[config.mk]
export PLATFORM = sky130hd
export DESIGN_NAME = fan_pulse_overflow_bit_alarm_monitor
export DESIGN_NICKNAME = d
export VERILOG_FILES = /design/src/fan_pulse_overflow_bit_pkg.sv /design/src/window_if.sv /design/src/tick_divider.sv /design/src/pulse_counter.sv /design/src/fan_pulse_overflow_bit_alarm_monitor.sv
export SDC_FILE = /design/constraint.sdc
export NUM_CORES = 1
export LEC_CHECK = 0
export BUFFER_PORTS_ARGS = -buffer_cell sky130_fd_sc_hd__buf_2
export CORE_MARGIN = 4
export CORE_UTILIZATION = 32
export CTS_BUF_LIST = sky130_fd_sc_hd__clkbuf_2 sky130_fd_sc_hd__clkbuf_4 sky130_fd_sc_hd__clkbuf_8
export CTS_CLUSTER_SIZE = 20
export DETAILED_ROUTE_END_ITERATION = 7
export PLACE_DENSITY = 0.54
export SYNTH_ARGS = -nofsm -noshare
export SYNTH_HDL_FRONTEND = slang
export SYNTH_SLANG_ARGS = --single-unit
[constraint.sdc]
create_clock -name clk_sys -period 3.4 [get_ports clk_sys]
set_input_delay 0.51 -clock clk_sys [delete_from_list [all_inputs] [get_ports clk_sys]]
set_output_delay 0.51 -clock clk_sys [all_outputs]
set_load 0.005 [all_outputs]
[src/fan_pulse_overflow_bit_pkg.sv]
// Constants shared by the fan tachometer and alarm monitor.
// Assumes a 100 MHz system clock.
`default_nettype none
package fan_pulse_overflow_bit_pkg;
  // ----------------------------------------
  // Register indices (command byte values)
  // ----------------------------------------
  localparam logic [7:0] ADDR_CONFIG = 8'h02;
  localparam logic [7:0] ADDR_PIN_DEF = 8'h04;
  localparam logic [7:0] ADDR_DAC = 8'h06;
  localparam logic [7:0] ADDR_ALARM_MASK = 8'h08;
  localparam logic [7:0] ADDR_ALARM_FLAGS = 8'h0A;
  localparam logic [7:0] ADDR_COUNT0 = 8'h0C;
  localparam logic [7:0] ADDR_WINDOW_SEL = 8'h16;
  // ----------------------------------------
  // Reset values
  // ----------------------------------------
  localparam logic [7:0] RST_CONFIG = 8'h0A;
  localparam logic [7:0] RST_PIN_DEF = 8'hFF;
  localparam logic [7:0] RST_DAC = 8'h00;
  localparam logic [4:0] RST_ALARM_MASK = 5'h00;
  localparam logic [4:0] RST_ALARM_FLAGS = 5'h00;
  localparam logic [1:0] RST_WINDOW_CODE = 2'h2;
  localparam logic [7:0] RST_COUNT = 8'h00;
  // ----------------------------------------
  // Field positions
  // ----------------------------------------
  localparam int MODE_LSB = 4;
  localparam int ALM_PIN_TWO = 4;
  localparam int ALM_PIN_ONE = 3;
  localparam int ALM_OVERFLOW = 2;
  localparam int ALM_MIN = 1;
  localparam int ALM_MAX = 0;
  localparam logic [7:0] COUNT_MAX = 8'hFF;
  localparam logic [7:0] LEVEL_FULL = 8'hFF;
  localparam logic [7:0] LEVEL_OFF = 8'h00;
  localparam logic [1:0] PIN0_AS_ALERT = 2'h1;
  localparam logic [1:0] PIN_DRIVE_LOW = 2'h2;
  localparam logic [1:0] PIN1_AS_FULL_ON = 2'h1;
  // ----------------------------------------
  // Timing
  // ----------------------------------------
  localparam int CLK_KHZ = 100000;
  localparam int WINDOW_BASE_MS = 250;
  localparam int WINDOW_BASE_CYCLES = WINDOW_BASE_MS * CLK_KHZ;
  typedef enum logic [1:0] {
    MODE_FULL_ON, MODE_SHUTDOWN, MODE_CLOSED, MODE_OPEN
  } fan_mode_t;
endpackage
`default_nettype wire

[src/window_if.sv]
// Window-end strobe shared between the monitor and its pulse counters.
// Assumes one clock domain.
`timescale 1ns/1ns
`default_nettype none
interface window_if;
  logic windowEnd;
  modport src (output windowEnd);
  modport dst (input windowEnd);
endinterface
`default_nettype wire

[src/tick_divider.sv]
// Divider giving a one-cycle enable every PERIOD clocks.
// Assumes PERIOD is at least 2.
`timescale 1ns/1ns
`default_nettype none
module tick_divider #(
  parameter int PERIOD = 25000000
) (
  input wire logic clk_sys,
  input wire logic rst_b,
  output logic tick
);
  logic [31:0] cnt_ff;
  always_ff @(posedge clk_sys or negedge rst_b) begin
    if (!rst_b) begin
      cnt_ff <= 32'h0;
      tick <= 1'b0;
    end else if (cnt_ff == 32'(PERIOD - 1)) begin
      cnt_ff <= 32'h0;
      tick <= 1'b1;
    end else begin
      cnt_ff <= cnt_ff + 32'h1;
      tick <= 1'b0;
    end
  end
endmodule
`default_nettype wire

[src/pulse_counter.sv]
// Counts rising edges of one tachometer input per window.
// Assumes the input is synchronous to clk_sys.
`timescale 1ns/1ns
`default_nettype none
module pulse_counter (
  input wire logic clk_sys,
  input wire logic rst_b,
  window_if.dst win,
  input wire logic pulseIn,
  output logic [7:0] countOut,
  output logic overflow
);
  import fan_pulse_overflow_bit_pkg::*;
  logic prev_ff;
  logic [7:0] acc_ff;
  logic ovf_ff;
  logic edgeSeen;
  assign edgeSeen = pulseIn && !prev_ff;

  always_ff @(posedge clk_sys or negedge rst_b) begin
    if (!rst_b) prev_ff <= 1'b0;
    else prev_ff <= pulseIn;
  end

  // Accumulator saturates; a further edge marks overflow
  always_ff @(posedge clk_sys or negedge rst_b) begin
    if (!rst_b) begin
      acc_ff <= RST_COUNT;
      ovf_ff <= 1'b0;
    end else if (win.windowEnd) begin
      acc_ff <= {7'h0, edgeSeen};
      ovf_ff <= 1'b0;
    end else if (edgeSeen) begin
      if (acc_ff == COUNT_MAX) ovf_ff <= 1'b1;
      else acc_ff <= acc_ff + 8'h1;
    end
  end

  always_ff @(posedge clk_sys or negedge rst_b) begin
    if (!rst_b) begin
      countOut <= RST_COUNT;
      overflow <= 1'b0;
    end else if (win.windowEnd) begin
      countOut <= acc_ff;
      overflow <= ovf_ff || (edgeSeen && acc_ff == COUNT_MAX);
    end
  end

  a_count_saturate: assert property (
    @(posedge clk_sys) disable iff (!rst_b)
    win.windowEnd && ovf_ff |=> countOut == COUNT_MAX && overflow)
    else $error("overflowed window did not report 255");
  a_window_restart: assert property (
    @(posedge clk_sys) disable iff (!rst_b)
    win.windowEnd && !edgeSeen |=> acc_ff == 8'h0)
    else $error("count did not restart after window");
endmodule
`default_nettype wire

[src/fan_pulse_overflow_bit_alarm_monitor.sv]
// Fan tachometer count, window timing, alarm flags and drive selection.
// Assumes a host-side protocol engine presents byte register accesses,
// tachometer and pin inputs are synchronous to clk_sys.
//
// Behaviour
// - Each count register holds pulses seen on its input per window.
// - Over 255 pulses per window reports 255 and raises overflow alarm.
// - Window code selects 0.25 s times two to the code.
// - Upper six bits of window select register read zero.
// - Reset clears counts and selects one-second window.
// - Mask bits: pin two, pin one, overflow, minimum, maximum; reset zero.
// - Pin alarm flags set while the enabled pin is low.
// - Flags: overflow bit 2, minimum bit 1, maximum bit 0.
// - Reading flags clears only bits whose cause has gone.
// - Flags set only when enabled; min/max only in closed loop.
// - Pin zero as alert drives low on any enabled fault.
// - Mode from configuration bits 5:4.
// - Open loop drive follows the DAC setting register unless pin one, defined as full-on, is low.
// - Closed loop ignores the DAC setting register.
// - Reset disables alarms, prescaler four, full-on mode.
`timescale 1ns/1ns
`default_nettype none
module fan_pulse_overflow_bit_alarm_monitor #(
  parameter int NUM_PULSE = 4,
  parameter int BASE_CYCLES = fan_pulse_overflow_bit_pkg::WINDOW_BASE_CYCLES
) (
  input wire logic clk_sys,
  input wire logic rst_b,
  input wire logic [7:0] regAddr,
  input wire logic regWrEn,
  input wire logic [7:0] regWrData,
  input wire logic regRdEn,
  output logic [7:0] regRdData,
  input wire logic [NUM_PULSE-1:0] pulseInput,
  input wire logic generalPinOneIn,
  input wire logic generalPinTwoIn,
  input wire logic levelAtMin,
  input wire logic levelAtMax,
  input wire logic [7:0] regulatorLevel,
  output logic generalPinZeroOut,
  output logic generalPinZeroOe,
  output logic [7:0] driveLevelCode,
  output fan_pulse_overflow_bit_pkg::fan_mode_t fanMode,
  output logic [2:0] prescaleCode
);
  import fan_pulse_overflow_bit_pkg::*;

  // ----------------------------------------
  // Registers
  // ----------------------------------------
  logic [7:0] config_ff;
  logic [7:0] pinDef_ff;
  logic [7:0] dac_ff;
  logic [4:0] alarmMask_ff;
  logic [4:0] alarmFlags_ff;
  logic [1:0] windowCode_ff;
  logic [7:0] countVal [NUM_PULSE];
  logic [NUM_PULSE-1:0] countOvf;
  fan_mode_t curMode;
  logic hwFullOn;
  logic [4:0] cond;
  logic flagRead;

  assign curMode = fan_mode_t'(config_ff[MODE_LSB+1:MODE_LSB]);
  assign hwFullOn = (pinDef_ff[3:2] == PIN1_AS_FULL_ON) && !generalPinOneIn;
  assign flagRead = regRdEn && regAddr == ADDR_ALARM_FLAGS;

  // Only defined bits are stored, so reserved bits cannot read back
  always_ff @(posedge clk_sys or negedge rst_b) begin
    if (!rst_b) begin
      config_ff <= RST_CONFIG;
      pinDef_ff <= RST_PIN_DEF;
      dac_ff <= RST_DAC;
      alarmMask_ff <= RST_ALARM_MASK;
      windowCode_ff <= RST_WINDOW_CODE;
    end else if (regWrEn) begin
      case (regAddr)
        ADDR_CONFIG: config_ff <= {2'h0, regWrData[5:0]};
        ADDR_PIN_DEF: pinDef_ff <= regWrData;
        ADDR_DAC: dac_ff <= regWrData;
        ADDR_ALARM_MASK: alarmMask_ff <= regWrData[4:0];
        ADDR_WINDOW_SEL: windowCode_ff <= regWrData[1:0];
        default: ;
      endcase
    end
  end

  // ----------------------------------------
  // Window timing
  // ----------------------------------------
  window_if winIf ();
  logic baseTick;
  logic [2:0] tickCnt_ff;
  logic [2:0] lastTick;

  tick_divider #(.PERIOD(BASE_CYCLES)) u_div (
    .clk_sys(clk_sys),
    .rst_b(rst_b),
    .tick(baseTick)
  );

  assign lastTick = 3'((4'h1 << windowCode_ff) - 4'h1);

  // Compare with >= so a shortened code mid-window still closes it
  always_ff @(posedge clk_sys or negedge rst_b) begin
    if (!rst_b) begin
      tickCnt_ff <= 3'h0;
      winIf.windowEnd <= 1'b0;
    end else if (baseTick && tickCnt_ff >= lastTick) begin
      tickCnt_ff <= 3'h0;
      winIf.windowEnd <= 1'b1;
    end else begin
      if (baseTick) tickCnt_ff <= tickCnt_ff + 3'h1;
      winIf.windowEnd <= 1'b0;
    end
  end

  for (genvar i = 0; i < NUM_PULSE; i++) begin : g_cnt
    pulse_counter u_cnt (
      .clk_sys(clk_sys),
      .rst_b(rst_b),
      .win(winIf.dst),
      .pulseIn(pulseInput[i]),
      .countOut(countVal[i]),
      .overflow(countOvf[i])
    );
  end

  // ----------------------------------------
  // Alarms
  // ----------------------------------------
  always_comb begin
    cond = 5'h0;
    cond[ALM_PIN_TWO] = !generalPinTwoIn;
    cond[ALM_PIN_ONE] = !generalPinOneIn;
    cond[ALM_OVERFLOW] = |countOvf;
    cond[ALM_MIN] = levelAtMin && curMode == MODE_CLOSED;
    cond[ALM_MAX] = levelAtMax && curMode == MODE_CLOSED;
  end

  // Set beats clear: a live, enabled cause always re-sets its flag
  always_ff @(posedge clk_sys or negedge rst_b) begin
    if (!rst_b) alarmFlags_ff <= RST_ALARM_FLAGS;
    else if (flagRead)
      alarmFlags_ff <= (alarmFlags_ff & cond) | (cond & alarmMask_ff);
    else
      alarmFlags_ff <= alarmFlags_ff | (cond & alarmMask_ff);
  end

  // Open drain: data is always low, enable carries the level
  always_ff @(posedge clk_sys or negedge rst_b) begin
    if (!rst_b) begin
      generalPinZeroOut <= 1'b0;
      generalPinZeroOe <= 1'b0;
    end else begin
      generalPinZeroOut <= 1'b0;
      case (pinDef_ff[1:0])
        PIN0_AS_ALERT: generalPinZeroOe <= |alarmFlags_ff;
        PIN_DRIVE_LOW: generalPinZeroOe <= 1'b1;
        default: generalPinZeroOe <= 1'b0;
      endcase
    end
  end

  // ----------------------------------------
  // Drive selection
  // ----------------------------------------
  always_ff @(posedge clk_sys or negedge rst_b) begin
    if (!rst_b) begin
      driveLevelCode <= LEVEL_FULL;
      fanMode <= MODE_FULL_ON;
      prescaleCode <= RST_CONFIG[2:0];
    end else begin
      fanMode <= curMode;
      prescaleCode <= config_ff[2:0];
      if (hwFullOn) driveLevelCode <= LEVEL_FULL;
      else begin
        case (curMode)
          MODE_OPEN: driveLevelCode <= dac_ff;
          MODE_CLOSED: driveLevelCode <= regulatorLevel;
          MODE_SHUTDOWN: driveLevelCode <= LEVEL_OFF;
          default: driveLevelCode <= LEVEL_FULL;
        endcase
      end
    end
  end

  // ----------------------------------------
  // Read port, one cycle latency
  // ----------------------------------------
  always_ff @(posedge clk_sys or negedge rst_b) begin
    if (!rst_b) regRdData <= 8'h00;
    else if (regRdEn) begin
      regRdData <= 8'h00;
      case (regAddr)
        ADDR_CONFIG: regRdData <= config_ff;
        ADDR_PIN_DEF: regRdData <= pinDef_ff;
        ADDR_DAC: regRdData <= dac_ff;
        ADDR_ALARM_MASK: regRdData <= {3'h0, alarmMask_ff};
        ADDR_ALARM_FLAGS: regRdData <= {3'h0, alarmFlags_ff};
        ADDR_WINDOW_SEL: regRdData <= {6'h0, windowCode_ff};
        default: begin
          for (int k = 0; k < NUM_PULSE; k++) begin
            if (regAddr == 8'(ADDR_COUNT0 + 2 * k))
              regRdData <= countVal[k];
          end
        end
      endcase
    end
  end

  // ----------------------------------------
  // Checks
  // ----------------------------------------
  a_window_length: assert property (
    @(posedge clk_sys) disable iff (!rst_b)
    $rose(winIf.windowEnd) |-> $past(tickCnt_ff) >= $past(lastTick))
    else $error("window closed before its tick count");
  a_window_upper_zero: assert property (
    @(posedge clk_sys) disable iff (!rst_b)
    regRdEn && regAddr == ADDR_WINDOW_SEL |=> regRdData[7:2] == 6'h0)
    else $error("window select upper bits nonzero");
  a_flag_needs_mask: assert property (
    @(posedge clk_sys) disable iff (!rst_b)
    (alarmFlags_ff & ~$past(alarmFlags_ff) & ~$past(alarmMask_ff)) == 5'h0)
    else $error("flag set without enable");
  a_flag_keep_cause: assert property (
    @(posedge clk_sys) disable iff (!rst_b)
    flagRead |=> (($past(cond & alarmMask_ff) & ~alarmFlags_ff) == 5'h0)
      && ((alarmFlags_ff & ~$past(cond)) == 5'h0))
    else $error("flag read cleared a live cause or kept a gone one");
  a_minmax_closed: assert property (
    @(posedge clk_sys) disable iff (!rst_b)
    curMode != MODE_CLOSED |-> cond[1:0] == 2'h0)
    else $error("level alarm outside closed loop");
  a_pin_alarm: assert property (
    @(posedge clk_sys) disable iff (!rst_b)
    !generalPinOneIn && alarmMask_ff[ALM_PIN_ONE]
      |=> alarmFlags_ff[ALM_PIN_ONE])
    else $error("pin one low did not set its flag");
  a_alert_drive: assert property (
    @(posedge clk_sys) disable iff (!rst_b)
    pinDef_ff[1:0] == PIN0_AS_ALERT && |alarmFlags_ff
      |=> generalPinZeroOe && !generalPinZeroOut)
    else $error("alert not driven low");
  a_open_loop_dac: assert property (
    @(posedge clk_sys) disable iff (!rst_b)
    curMode == MODE_OPEN && !hwFullOn |=> driveLevelCode == $past(dac_ff))
    else $error("open loop drive differs from DAC");
  a_closed_ignores_dac: assert property (
    @(posedge clk_sys) disable iff (!rst_b)
    curMode == MODE_CLOSED && !hwFullOn
      |=> driveLevelCode == $past(regulatorLevel))
    else $error("closed loop drive not from regulator");

  // ----------------------------------------
  // Flag, drive, readback and count checks
  // ----------------------------------------
  a_pin_two_alarm: assert property (
    @(posedge clk_sys) disable iff (!rst_b)
    !generalPinTwoIn && alarmMask_ff[ALM_PIN_TWO]
      |=> alarmFlags_ff[ALM_PIN_TWO])
    else $error("pin two low did not set its flag");
  a_overflow_alarm: assert property (
    @(posedge clk_sys) disable iff (!rst_b)
    |countOvf && alarmMask_ff[ALM_OVERFLOW]
      |=> alarmFlags_ff[ALM_OVERFLOW])
    else $error("count overflow did not set its flag");
  a_mask_upper_zero: assert property (
    @(posedge clk_sys) disable iff (!rst_b)
    regRdEn && regAddr == ADDR_ALARM_MASK
      |=> regRdData[7:5] == 3'h0)
    else $error("alarm mask upper bits nonzero");
  a_flag_upper_zero: assert property (
    @(posedge clk_sys) disable iff (!rst_b)
    regRdEn && regAddr == ADDR_ALARM_FLAGS
      |=> regRdData[7:5] == 3'h0)
    else $error("alarm flag upper bits nonzero");
  a_mode_output: assert property (
    @(posedge clk_sys) disable iff (!rst_b)
    1'b1 |=> fanMode == $past(curMode))
    else $error("mode output does not follow configuration");
  a_full_on_drive: assert property (
    @(posedge clk_sys) disable iff (!rst_b)
    curMode == MODE_FULL_ON
      |=> driveLevelCode == LEVEL_FULL)
    else $error("full-on mode drive not at full level");
  a_shutdown_drive: assert property (
    @(posedge clk_sys) disable iff (!rst_b)
    curMode == MODE_SHUTDOWN && !hwFullOn
      |=> driveLevelCode == LEVEL_OFF)
    else $error("shutdown mode drive not off");
  a_count_hold: assert property (
    @(posedge clk_sys) disable iff (!rst_b)
    !winIf.windowEnd
      |=> $stable(countVal[0]))
    else $error("count changed between window ends");
  a_alert_release: assert property (
    @(posedge clk_sys) disable iff (!rst_b)
    pinDef_ff[1:0] == PIN0_AS_ALERT && alarmFlags_ff == 5'h0
      |=> !generalPinZeroOe)
    else $error("alert held with no flag set");
endmodule
`default_nettype wire

==> metrics, run 1 <==
Gate Count Post-Synth=708; Starting Density=32.6%; Least-Margin Pin Slew=872 ps; Post-CTS Hold Buffers=0; R2R depth=5; Chip Width=166 um; internal power=3.05 mW; Area growth syn-to-layout=13.2%; final worst-path cycle share=60.2%; metal2 WL=8.02 mm; Worst Setup EP=u_div.cnt_ff[28]; Max H-tree Level=4; vias in the first global route=5370; Yosys cell types=59; Required @ worst endpoint=3760 ps; setup TNS=0 ps; Routed Antenna Nets=0; drt total wl=17.5 mm; Synth Register Bits=169; Die ar.=27500 um2; worst-case clock buffer depth=2; post-synth net total=755; Async SR Flop Fraction=100%; drt pass-1 iters=4; Die Y=166 um; Cell Pwr Density=471 nW/um2; max incr delay on CP=760 ps; Nets=809; largest net degree at the start of global routing=81; post-synthesis cell area=7960 um2; clock sink count=169; met1 wire length=8.68 mm; sequential element share of the synthesized area=53.5%; Critical Path AT=2410 ps; R2R setup slack=1350 ps; Post-synth EDFFs=0; register clock-pin slew on the reported worst setup and hold paths=90 ps; uppermost routed layer=met4; post-layout util=36.9%; Max Fanout on Critical Path=6; Iter 0 DRT Violations=278; Warnings, synthesis=0; dominant cells by area after synthesis=dfrtp_1 (47%), dfstp_2 (6.6%), mux2_2 (6.2%); Slew Viols, Final=0; final hold vios=0; Clock Skew=15.0 ps; Rows=57; CP max-delay cell=nor4_1; first-pass GRT wire length=29.8 mm; initial antenna violation count=0; ant diodes=0; layout cell share with drive strength beyond 1=23.5%; sw frac=28.0%; total gr overflow=0; Top Ports=59; Post-CTS Setup Bufs=0; fmax=0.488 GHz; critical path, cell by cell=nand3_1 > nor4_1 > and2_1 > nand4_1 > xnor2_1; core area=24400 um2; Synth Flop Type=dfrtp_1; status=finished clean; DR WL met3=614 um; VDD IR-drop max=0.000198 V; via count=5314; crit path from=u_div.cnt_ff[6]; Worst setup SP type=flop; Num CTS Buffers=17; r2r startpoint=u_div.cnt_ff[6]; sw power=1.19 mW; setup violators final=0; Wirelength per Cell=15.9 um; CTS Root Buffer Type=clkbuf_8; Setup CP Type=reg2reg; TritonCTS clock tree=done; total track usage=13.3%; Min-Delay Path Class=in2async; max cap viols=0; max-slew headroom at the worst pin=41.3%; Yosys top cell by area=dfrtp_1; Final GP Congestion=0.776; clock network fraction of design power=34.6%; post-synth top area share=46.9%; Clock Latency Late Sink=460 ps; RSZ-0062 raised after global routing=false; Avg Inst Size Synth=11.2 um2; crit path time final=2050 ps; Resized cells post-CTS=0; dpl hpwl=12.6 mm; combinational share of power=9.5%; port bufs=57; r2r endpoint=u_div.cnt_ff[28]; leak pwr=4.01 nW; via/cell ratio=4.84; DRC viols=0; Worst setup EP type=flop; sequential share of power=55.9%
[placed cells by master, fill, tap and decap left out, types with 3 or more instances in the layout]
master / n
a21oi_1: 23
buf_4: 4
clkinv_4: 3
nand4_1: 20
nor4_4: 3
inv_6: 3
mux2_1: 21
xnor2_1: 22
and3_1: 16
nand2_1: 66
nor4_1: 5
xor2_1: 29
a32oi_1: 4
nand3b_1: 3
clkbuf_8: 19
o21ai_0: 24
mux2_4: 8
a22oi_1: 7
mux2_2: 44
nor2_1: 71
nand3_1: 28
o211ai_1: 7
a32o_1: 5
nand2b_1: 7
and2_1: 6
o21a_1: 3
buf_2: 56
clkinv_2: 3
dfstp_2: 20
nor2b_1: 10
inv_1: 11
mux2i_1: 9
dfrtp_1: 148
a41oi_2: 4
nor3_1: 8
ha_1: 11
and4_1: 5
or4_1: 3
[flip-flops by register name, indices dropped and copies added (netlist names)]
| register | cells |
|---|---|
| g_cnt.u_cnt.acc_ff | 32 |
| g_cnt.u_cnt.countOut | 32 |
| u_div.cnt_ff | 32 |
| dac_ff | 8 |
| driveLevelCode | 8 |
| pinDef_ff | 8 |
| regRdData | 8 |
| config_ff | 6 |
| alarmFlags_ff | 5 |
| alarmMask_ff | 5 |
| g_cnt.u_cnt.overflow | 4 |
| g_cnt.u_cnt.ovf_ff | 4 |
| g_cnt.u_cnt.prev_ff | 4 |
| prescaleCode | 3 |
| tickCnt_ff | 3 |
| fanMode | 2 |
| windowCode_ff | 2 |
| generalPinZeroOe | 1 |
| u_div.tick | 1 |
| winIf.windowEnd | 1 |
[worst min path at each step]
| stage | slack [ps] | end | cells after the start | startpoint |
|---|---|---|---|---|
| floorplan | 210 | alarmFlags_ff[0] | 0 | rst_b |
| global placement | 390 | prescaleCode[1] | 0 | config_ff[1] |
| detailed placement | 390 | prescaleCode[1] | 0 | config_ff[1] |
| CTS | 10 | g_cnt[3].u_cnt.acc_ff[1] | 1 | rst_b |
| global route | 30 | g_cnt[0].u_cnt.prev_ff | 1 | rst_b |
| finish | 7 | g_cnt[0].u_cnt.prev_ff | 1 | rst_b |
[per-stage QoR]
step	cell area [um2]	instances	total power [mW]	hold slack, ps	worst slack [ps]
final	9000	1099	4.24	6.99	1350
after global placement	8600	1067	2.81	388	888
after floorplan	7960	708	2.61	214	1240
after detailed placement	8600	1067	2.82	386	861
after global routing	9000	1099	4.47	27.8	1110
after CTS	9000	1099	4.30	12.0	1280
[cell usage after synthesis (4+ instances only)]
library cell	instances
a22oi_1	7
nor3_1	8
inv_1	11
and2_1	6
nand2b_1	7
nor2_1	71
mux2_4	8
xnor2_1	22
a32oi_1	4
clkbuf_1	21
mux2_1	21
mux2_2	44
nand3_1	28
ha_1	11
a21oi_1	23
buf_2	4
a32o_1	5
nand4_1	20
nand2_1	66
dfrtp_1	149
a41oi_2	4
nor4_1	5
nor2b_1	10
o21ai_0	24
mux2i_1	9
and3_1	16
o211ai_1	7
and4_1	5
xor2_1	29
dfstp_2	20
[power groups by stage]
stage | Clock, mW | Sequential (mW) | Combinational (mW)
after floorplan | 0 | 2.34 | 0.269
after global placement | 0 | 2.41 | 0.400
after detailed placement | 0 | 2.41 | 0.409
after CTS | 1.51 | 2.37 | 0.410
after global routing | 1.59 | 2.40 | 0.473
final | 1.47 | 2.37 | 0.402
[critical path, delay by kind of cell (launching register included)]
family                    cells  cell delay, ps
and+or+nand+nor               4            1380
DFF                           1             440
xor gates and xnor gates      1             140
[layer usage]
| metal | up-vias | global-route usage [%] |
|---|---|---|
| li1 | 2617 | - |
| met5 | - | 0 |
| met3 | 16 | 3.22 |
| met1 | 2590 | 18.8 |
| met2 | 91 | 20.6 |
| met4 | 0 | 3.12 |
[cell type report]
cell class	count	area, um2
fill	2450	15400
sequential	169	4260
multi-input combinational	499	3530
tap	324	405
timing repair buffer	63	362
clock buffer	19	262
clock inverter	13	143
inverter	12	45.0
[cells by family after synthesis]
family	after synthesis	share of synthesized area, %
AND/OR/NAND/NOR	264	17.4
flip-flops	169	53.5
AO/OA/AOI/OAI	90	7.80
multiplexers	82	11.8
XOR/XNOR	51	5.61
buffers and inverters	40	2.14
adder cells (fa/ha/maj)	11	1.73
other	1	0.0471
Power figures use the tool's default switching activity.
==> run 2, diff against run 1 <==
--- a/config.mk
+++ b/config.mk
@@ -5,13 +5,14 @@
 export SDC_FILE = /design/constraint.sdc
 export NUM_CORES = 1
 export LEC_CHECK = 0
+export ABC_AREA = 1
 export BUFFER_PORTS_ARGS = -buffer_cell sky130_fd_sc_hd__buf_2
 export CORE_MARGIN = 4
 export CORE_UTILIZATION = 32
 export CTS_BUF_LIST = sky130_fd_sc_hd__clkbuf_2 sky130_fd_sc_hd__clkbuf_4 sky130_fd_sc_hd__clkbuf_8
 export CTS_CLUSTER_SIZE = 20
 export DETAILED_ROUTE_END_ITERATION = 7
-export PLACE_DENSITY = 0.54
+export PLACE_DENSITY = 0.55
 export SYNTH_ARGS = -nofsm -noshare
 export SYNTH_HDL_FRONTEND = slang
 export SYNTH_SLANG_ARGS = --single-unit
==> constraint.sdc (replaced) <==
create_clock -name clk_sys -period 1.8 [get_ports clk_sys]
set_input_delay 0.27 -clock clk_sys [delete_from_list [all_inputs] [get_ports clk_sys]]
set_output_delay 0.27 -clock clk_sys [all_outputs]
set_load 0.005 [all_outputs]
==> run 2 against run 1 <==
Net effect:
- critical path depth increased by 2
- flip-flop and latch count unchanged
- hold slack improved by 24 ps
- combinational power increased by 130%
==> metrics, run 2 <==
sequential element share of the synthesized area=50.0%; largest family of logic cells by synthesized area=simple AND/OR/NAND/NOR gates; ant diodes=0; post-synthesis mux area share=0%; combinational share of power=11.7%; Min-Delay Path Class=in2reg; max-slew headroom at the worst pin=63.4%; crit path time final=1640 ps; Gate Count Post-Synth=1058; Avg Inst Size Synth=8.04 um2; Num CTS Buffers=17; Iter 0 DRT Violations=550; Rows=59; initial antenna violation count=0; Final GP Congestion=0.858; register clock-pin slew on the reported worst setup and hold paths=110 ps; clock network fraction of design power=33.8%; crit path from=u_div.cnt_ff[1]; setup slack at placement=108 ps; Post-CTS Setup Bufs=0; fmax=0.608 GHz; Routed Antenna Nets=0; Post-Synth Adder-Cell Area=1.62%; port bufs=57; Least-Margin Pin Slew=547 ps; via count=6923; Resized cells post-CTS=0; post-synth top area share=43.8%; Clock Latency Late Sink=460 ps; Die ar.=29200 um2; VDD IR-drop max=0.000345 V; r2r endpoint=u_div.cnt_ff[19]; Cell Pwr Density=821 nW/um2; status=finished clean; Area growth syn-to-layout=14.9%; Hold Crit Start=regulatorLevel[2]; Nets=1179; Worst Setup EP=u_div.cnt_ff[19]; total track usage=14.8%; sw frac=30.3%; Die Y=171 um; internal power=5.59 mW; sw power=2.43 mW; CTS Root Buffer Type=clkbuf_8; R2R setup slack=160 ps; Clock Skew=12.7 ps; post-synthesis xor/xnor area fraction=2.99%; Top Ports=59; most frequent cells in the layout=nand2_1 (243), dfrtp_1 (149), inv_1 (131); R2R depth=7; final worst-path cycle share=91.4%; Chip Width=171 um; setup violators final=0; top cells by count, synth=nand2_1 (243), dfrtp_1 (149), inv_1 (132), nand3_1 (125), nor2_1 (97); Yosys cell types=44; Worst setup EP type=flop; post-synthesis cell area=8500 um2; biggest regs=g_cnt.u_cnt.acc_ff x32, g_cnt.u_cnt.countOut x32, u_div.cnt_ff x32; setup TNS=0 ps; post-synth net total=1105; Post-synth EDFFs=0; largest net degree at the start of global routing=41; Max H-tree Level=4; vias in the first global route=6925; TritonCTS clock tree=done; drt total wl=20.5 mm; clock sink count=169; Max Fanout on Critical Path=12; sequential share of power=54.5%; Warnings, synthesis=0; Required @ worst endpoint=2150 ps; final hold vios=0; Slew Viols, Final=0; Synth Area in Simple Gates=29.7%; Post-CTS Hold Buffers=6; core area=26100 um2; dominant cells by area after synthesis=dfrtp_1 (44%), nand2_1 (11%), nand3_1 (7.4%); Starting Density=32.5%; Setup CP Type=reg2reg; commonest non-fill, non-tap cell in the layout=nand2_1; Worst setup SP type=flop; DRC viols=0; max cap viols=0; worst-case clock buffer depth=2; Yosys top cell by area=dfrtp_1; layout cell share with drive strength beyond 1=15.8%; first-pass GRT wire length=35.0 mm; worst setup margin=156 ps; RSZ-0062 raised after global routing=false; Compound-Gate Fraction of Synth Area=7.99%; r2r startpoint=u_div.cnt_ff[1]; leak pwr=4.69 nW; Critical Path AT=2000 ps; most common cell in the netlist=nand2_1; Async SR Flop Fraction=100%; drt pass-1 iters=5; via/cell ratio=4.68; Synth Register Bits=169; dpl hpwl=15.3 mm; Synth Flop Type=dfrtp_1; Wirelength per Cell=13.9 um; total gr overflow=0
run 2: cell count changes after synthesis, sizes merged, moves of 15 or more:
cell,previous run,this run
o21ai,24,94
xnor2,22,5
and3,16,1
mux2,73,0
inv,11,139
nand2,67,250
nor2,71,121
nand3,28,130
run 2: layer usage:
metal  vias to the layer above  wire length, um  GRT usage [%]
met5                         -                0              0
met4                         0              269           4.31
met3                        20              765           3.14
met2                       134             9130           23.3
met1                      3218            10400           20.8
li1                       3551                -              -
run 2: how the worst min path moves through the flow:
stage	slack, ps	end	depth (start not counted)
floorplan	-30	alarmFlags_ff[0]	0
global placement	220	config_ff[4]	1
detailed placement	220	config_ff[4]	1
CTS	3	windowCode_ff[1]	3
global route	10	driveLevelCode[1]	3
finish	30	driveLevelCode[2]	3
run 2: stage by stage:
stage / instance area, um2 / util [%] / total power [mW] / hold WS (ps) / instances
CTS: 9770 / 37.4 / 8.13 / 2.81 / 1480
global placement: 9320 / 35.7 / 5.36 / 220 / 1442
finish: 9770 / 37.4 / 8.02 / 31.2 / 1480
floorplan: 8500 / - / 4.96 / -25.6 / 1058
detailed placement: 9320 / 35.7 / 5.38 / 223 / 1442
global route: 9770 / 37.4 / 8.48 / 13.4 / 1480
run 2: cell type report:
type                       count  area [um2]
clock buffer                  17         234
multi-input combinational    722        3600
inverter                     140         526
timing repair buffer          82         582
sequential                   169        4250
clock inverter                15         155
fill                        2727       16400
tap                          335         419
run 2: power by group through the flow:
stage          Combinational, mW  Clock (mW)  Sequential (mW)
6_report                   0.939        2.71             4.37
5_1_grt                     1.10        2.97             4.41
4_1_cts                    0.954        2.81             4.37
3_5_place_dp               0.938           0             4.44
3_3_place_gp               0.920           0             4.44
2_1_floorplan              0.602           0             4.36
run 2: cell families (layout without fill, tap and decap cells):
kind of cell,count (synthesis),count (layout)
AO/OA/AOI/OAI,128,128
XOR/XNOR,29,29
adder cells (fa/ha/maj),11,11
buffers and inverters,167,254
flip-flops,169,169
other,1,1
AND/OR/NAND/NOR,553,553
run 2: critical path, stage by stage, from the launching register on:
cell,delay [ps]
dfrtp_1,390
ha_1,300
nand3_4,180
nor4_4,230
nand2_2,100
nor2_4,140
buf_12,150
nor2_2,50
==> run 3, diff against run 2 <==
--- a/config.mk
+++ b/config.mk
@@ -15,4 +15,5 @@
 export PLACE_DENSITY = 0.55
 export SYNTH_ARGS = -nofsm -noshare
 export SYNTH_HDL_FRONTEND = slang
+export SYNTH_HIERARCHICAL = 1
 export SYNTH_SLANG_ARGS = --single-unit
==> run 3 against run 2 <==
Net effect:
- sequential share of layout area decreased by 2.0 points
- global-route usage down 0.42 points
- clock skew rose by 9.6 ps
- first-iteration DRC count shrank 8.9%
- non-clock buffer count shrank 2
- largest power group unchanged
==> metrics, run 3 <==
status=finished clean; setup TNS=0 ps; most frequent cells in the layout=nand2_1 (321), nand3_1 (170), dfrtp_1 (149); Starting Density=32.8%; Max H-tree Level=4; post-synthesis cell area=8930 um2; Routed Antenna Nets=0; final worst-path cycle share=92.2%; setup violators final=0; VDD IR-drop max=0.000429 V; post-synth top area share=41.8%; drt total wl=21.8 mm; Layout fillers=2840; Min-Delay Path Class=in2reg; sw power=2.49 mW; Post-CTS Setup Bufs=0; biggest regs=g_cnt.u_cnt/acc_ff x32, g_cnt.u_cnt/countOut x32, u_div/cnt_ff x32; total gr overflow=0; Max Fanout on Critical Path=11; Finished Layout Cells=1622; layout cell share with drive strength beyond 1=16.8%; Yosys top cell by area=dfrtp_1; internal power=5.77 mW; Final Power=8.26 mW; R2R depth=9; worst-case clock buffer depth=2; clock sink count=169; via count=7473; worst setup margin=141 ps; sw frac=30.2%; dominant cells by area after synthesis=dfrtp_1 (42%), nand2_1 (13%), nand3_1 (9.5%); r2r startpoint=u_div/cnt_ff[0]; drt pass-1 iters=6; Num CTS Buffers=17; dpl hpwl=16.2 mm; Cell Pwr Density=808 nW/um2; max cap viols=0; clock network fraction of design power=36.4%; Hold Crit Start=regulatorLevel[3]; sequential share of power=52.5%; Yosys cell types=37; initial antenna violation count=0; RSZ-0062 raised after global routing=false; CTS Root Buffer Type=clkbuf_8; Clock Skew=22.3 ps; Chip Width=175 um; final hold vios=0; sequential cell area=4250 um2; Clock Latency Late Sink=470 ps; setup slack at placement=164 ps; largest net degree at the start of global routing=59; first-pass GRT wire length=36.3 mm; r2r endpoint=u_div/cnt_ff[14]; fmax=0.603 GHz; register clock-pin slew on the reported worst setup and hold paths=120 ps; port bufs=57; Area growth syn-to-layout=14.6%; Critical Path AT=2010 ps; Iter 0 DRT Violations=501; Slew Viols, Final=0; commonest non-fill, non-tap cell in the layout=nand2_1; Wirelength per Cell=13.4 um; Synth Flop Type=dfrtp_1; sequential element share of the synthesized area=47.7%; Worst Hold End=driveLevelCode[3]; Rows=60; hold path cells=3; max-slew headroom at the worst pin=61.3%; top cells by count, synth=nand2_1 (321), nand3_1 (170), dfrtp_1 (149), inv_1 (136), nor2_1 (128); combinational share of power=11.1%; Avg Inst Size Synth=7.69 um2; Warnings, synthesis=6; Worst setup SP type=flop; placed cell count=1584; via/cell ratio=4.61; Nets=1284; crit path time final=1660 ps; post-synth net total=1207; vias in the first global route=7172; Worst setup EP type=flop; leak pwr=5.02 nW; Async SR Flop Fraction=100%; total track usage=14.4%; Die Y=175 um; Gate Count Post-Synth=1160; DRC viols=0; Final GP Congestion=0.862; ant diodes=0; core area=27200 um2; area of the multi-input gates=3970 um2; Post-synth EDFFs=0; Required @ worst endpoint=2150 ps; TritonCTS clock tree=done; Die ar.=30600 um2; Least-Margin Pin Slew=580 ps; most common cell in the netlist=nand2_1; Setup CP Type=reg2reg; R2R setup slack=140 ps; Synth Register Bits=169; Top Ports=59
## run 3: critical path, cell delays in order, from the launching register on
cell and delay [ps]:
dfrtp_1 400, ha_1 250, nand2_2 90, nor2_4 150, inv_1 60, nor2_1 130
nand3_2 100, nor2_4 90, buf_4 190, nor2_1 70
## run 3: cells by family (layout without fill, tap and decap cells)
logic type | after synthesis | after routing | synth area share, %
fa+ha+maj | 11 | 11 | 1.54
simple gates | 693 | 693 | 34.6
other cells | 1 | 1 | 0.0420
compound gates | 101 | 101 | 6.77
buf+inv | 171 | 261 | 7.99
flops | 169 | 169 | 47.7
xor+xnor | 14 | 14 | 1.37
## run 3: repair_timing
| action | in CTS | in global routing |
|---|---|---|
| setup endpoints to repair | 0 | 2 |
| hold buffers | 6 | 0 |
| resized for setup | 0 | 2 |
| endpoints found under the hold margin | 145 | 0 |
## run 3: how the worst max path moves through the flow
stage                    startpoint  slack [ps]                to  cells after the start
floorplan           u_div/cnt_ff[0]         330  u_div/cnt_ff[21]                      9
global placement         regAddr[5]         210         dac_ff[1]                      8
detailed placement       regAddr[5]         160         dac_ff[0]                      8
CTS                 u_div/cnt_ff[0]         120  u_div/cnt_ff[14]                      9
global route        u_div/cnt_ff[0]           4  u_div/cnt_ff[14]                      9
finish              u_div/cnt_ff[0]         140  u_div/cnt_ff[14]                      9
## run 3: area by class of cell
cell class / instances / area share, %
timing repair buffer: 80 / 5.30
inverter: 149 / 5.49
clock buffer: 18 / 2.42
clock inverter: 14 / 1.88
tap: 372 / 4.55
multi-input combinational: 820 / 38.8
sequential: 169 / 41.6
## run 3: routing by layer
metal | up-vias | routed length (um) | global-route usage, %
met5 | - | 0 | 0
met4 | 0 | 264 | 3.80
met3 | 17 | 750 | 2.53
met2 | 136 | 10100 | 23.4
met1 | 3476 | 10700 | 20.0
li1 | 3844 | - | -
## run 3: power groups by stage
stage	Combinational, mW	Sequential [mW]	Clock [mW]
final	0.916	4.34	3.01
after global routing	1.06	4.38	3.28
after CTS	0.931	4.34	3.11
after detailed placement	0.914	4.40	0
after global placement	0.898	4.41	0
after floorplan	0.611	4.33	0
## run 3: per-stage QoR
| step | cell area, um2 | hold WS [ps] | util [%] |
|---|---|---|---|
| CTS | 10200 | 0.213 | 37.6 |
| finish | 10200 | 32.8 | 37.6 |
| floorplan | 8930 | -25.6 | - |
| global placement | 9720 | 143 | 35.8 |
| detailed placement | 9720 | 144 | 35.8 |
| global route | 10200 | 8.93 | 37.6 |
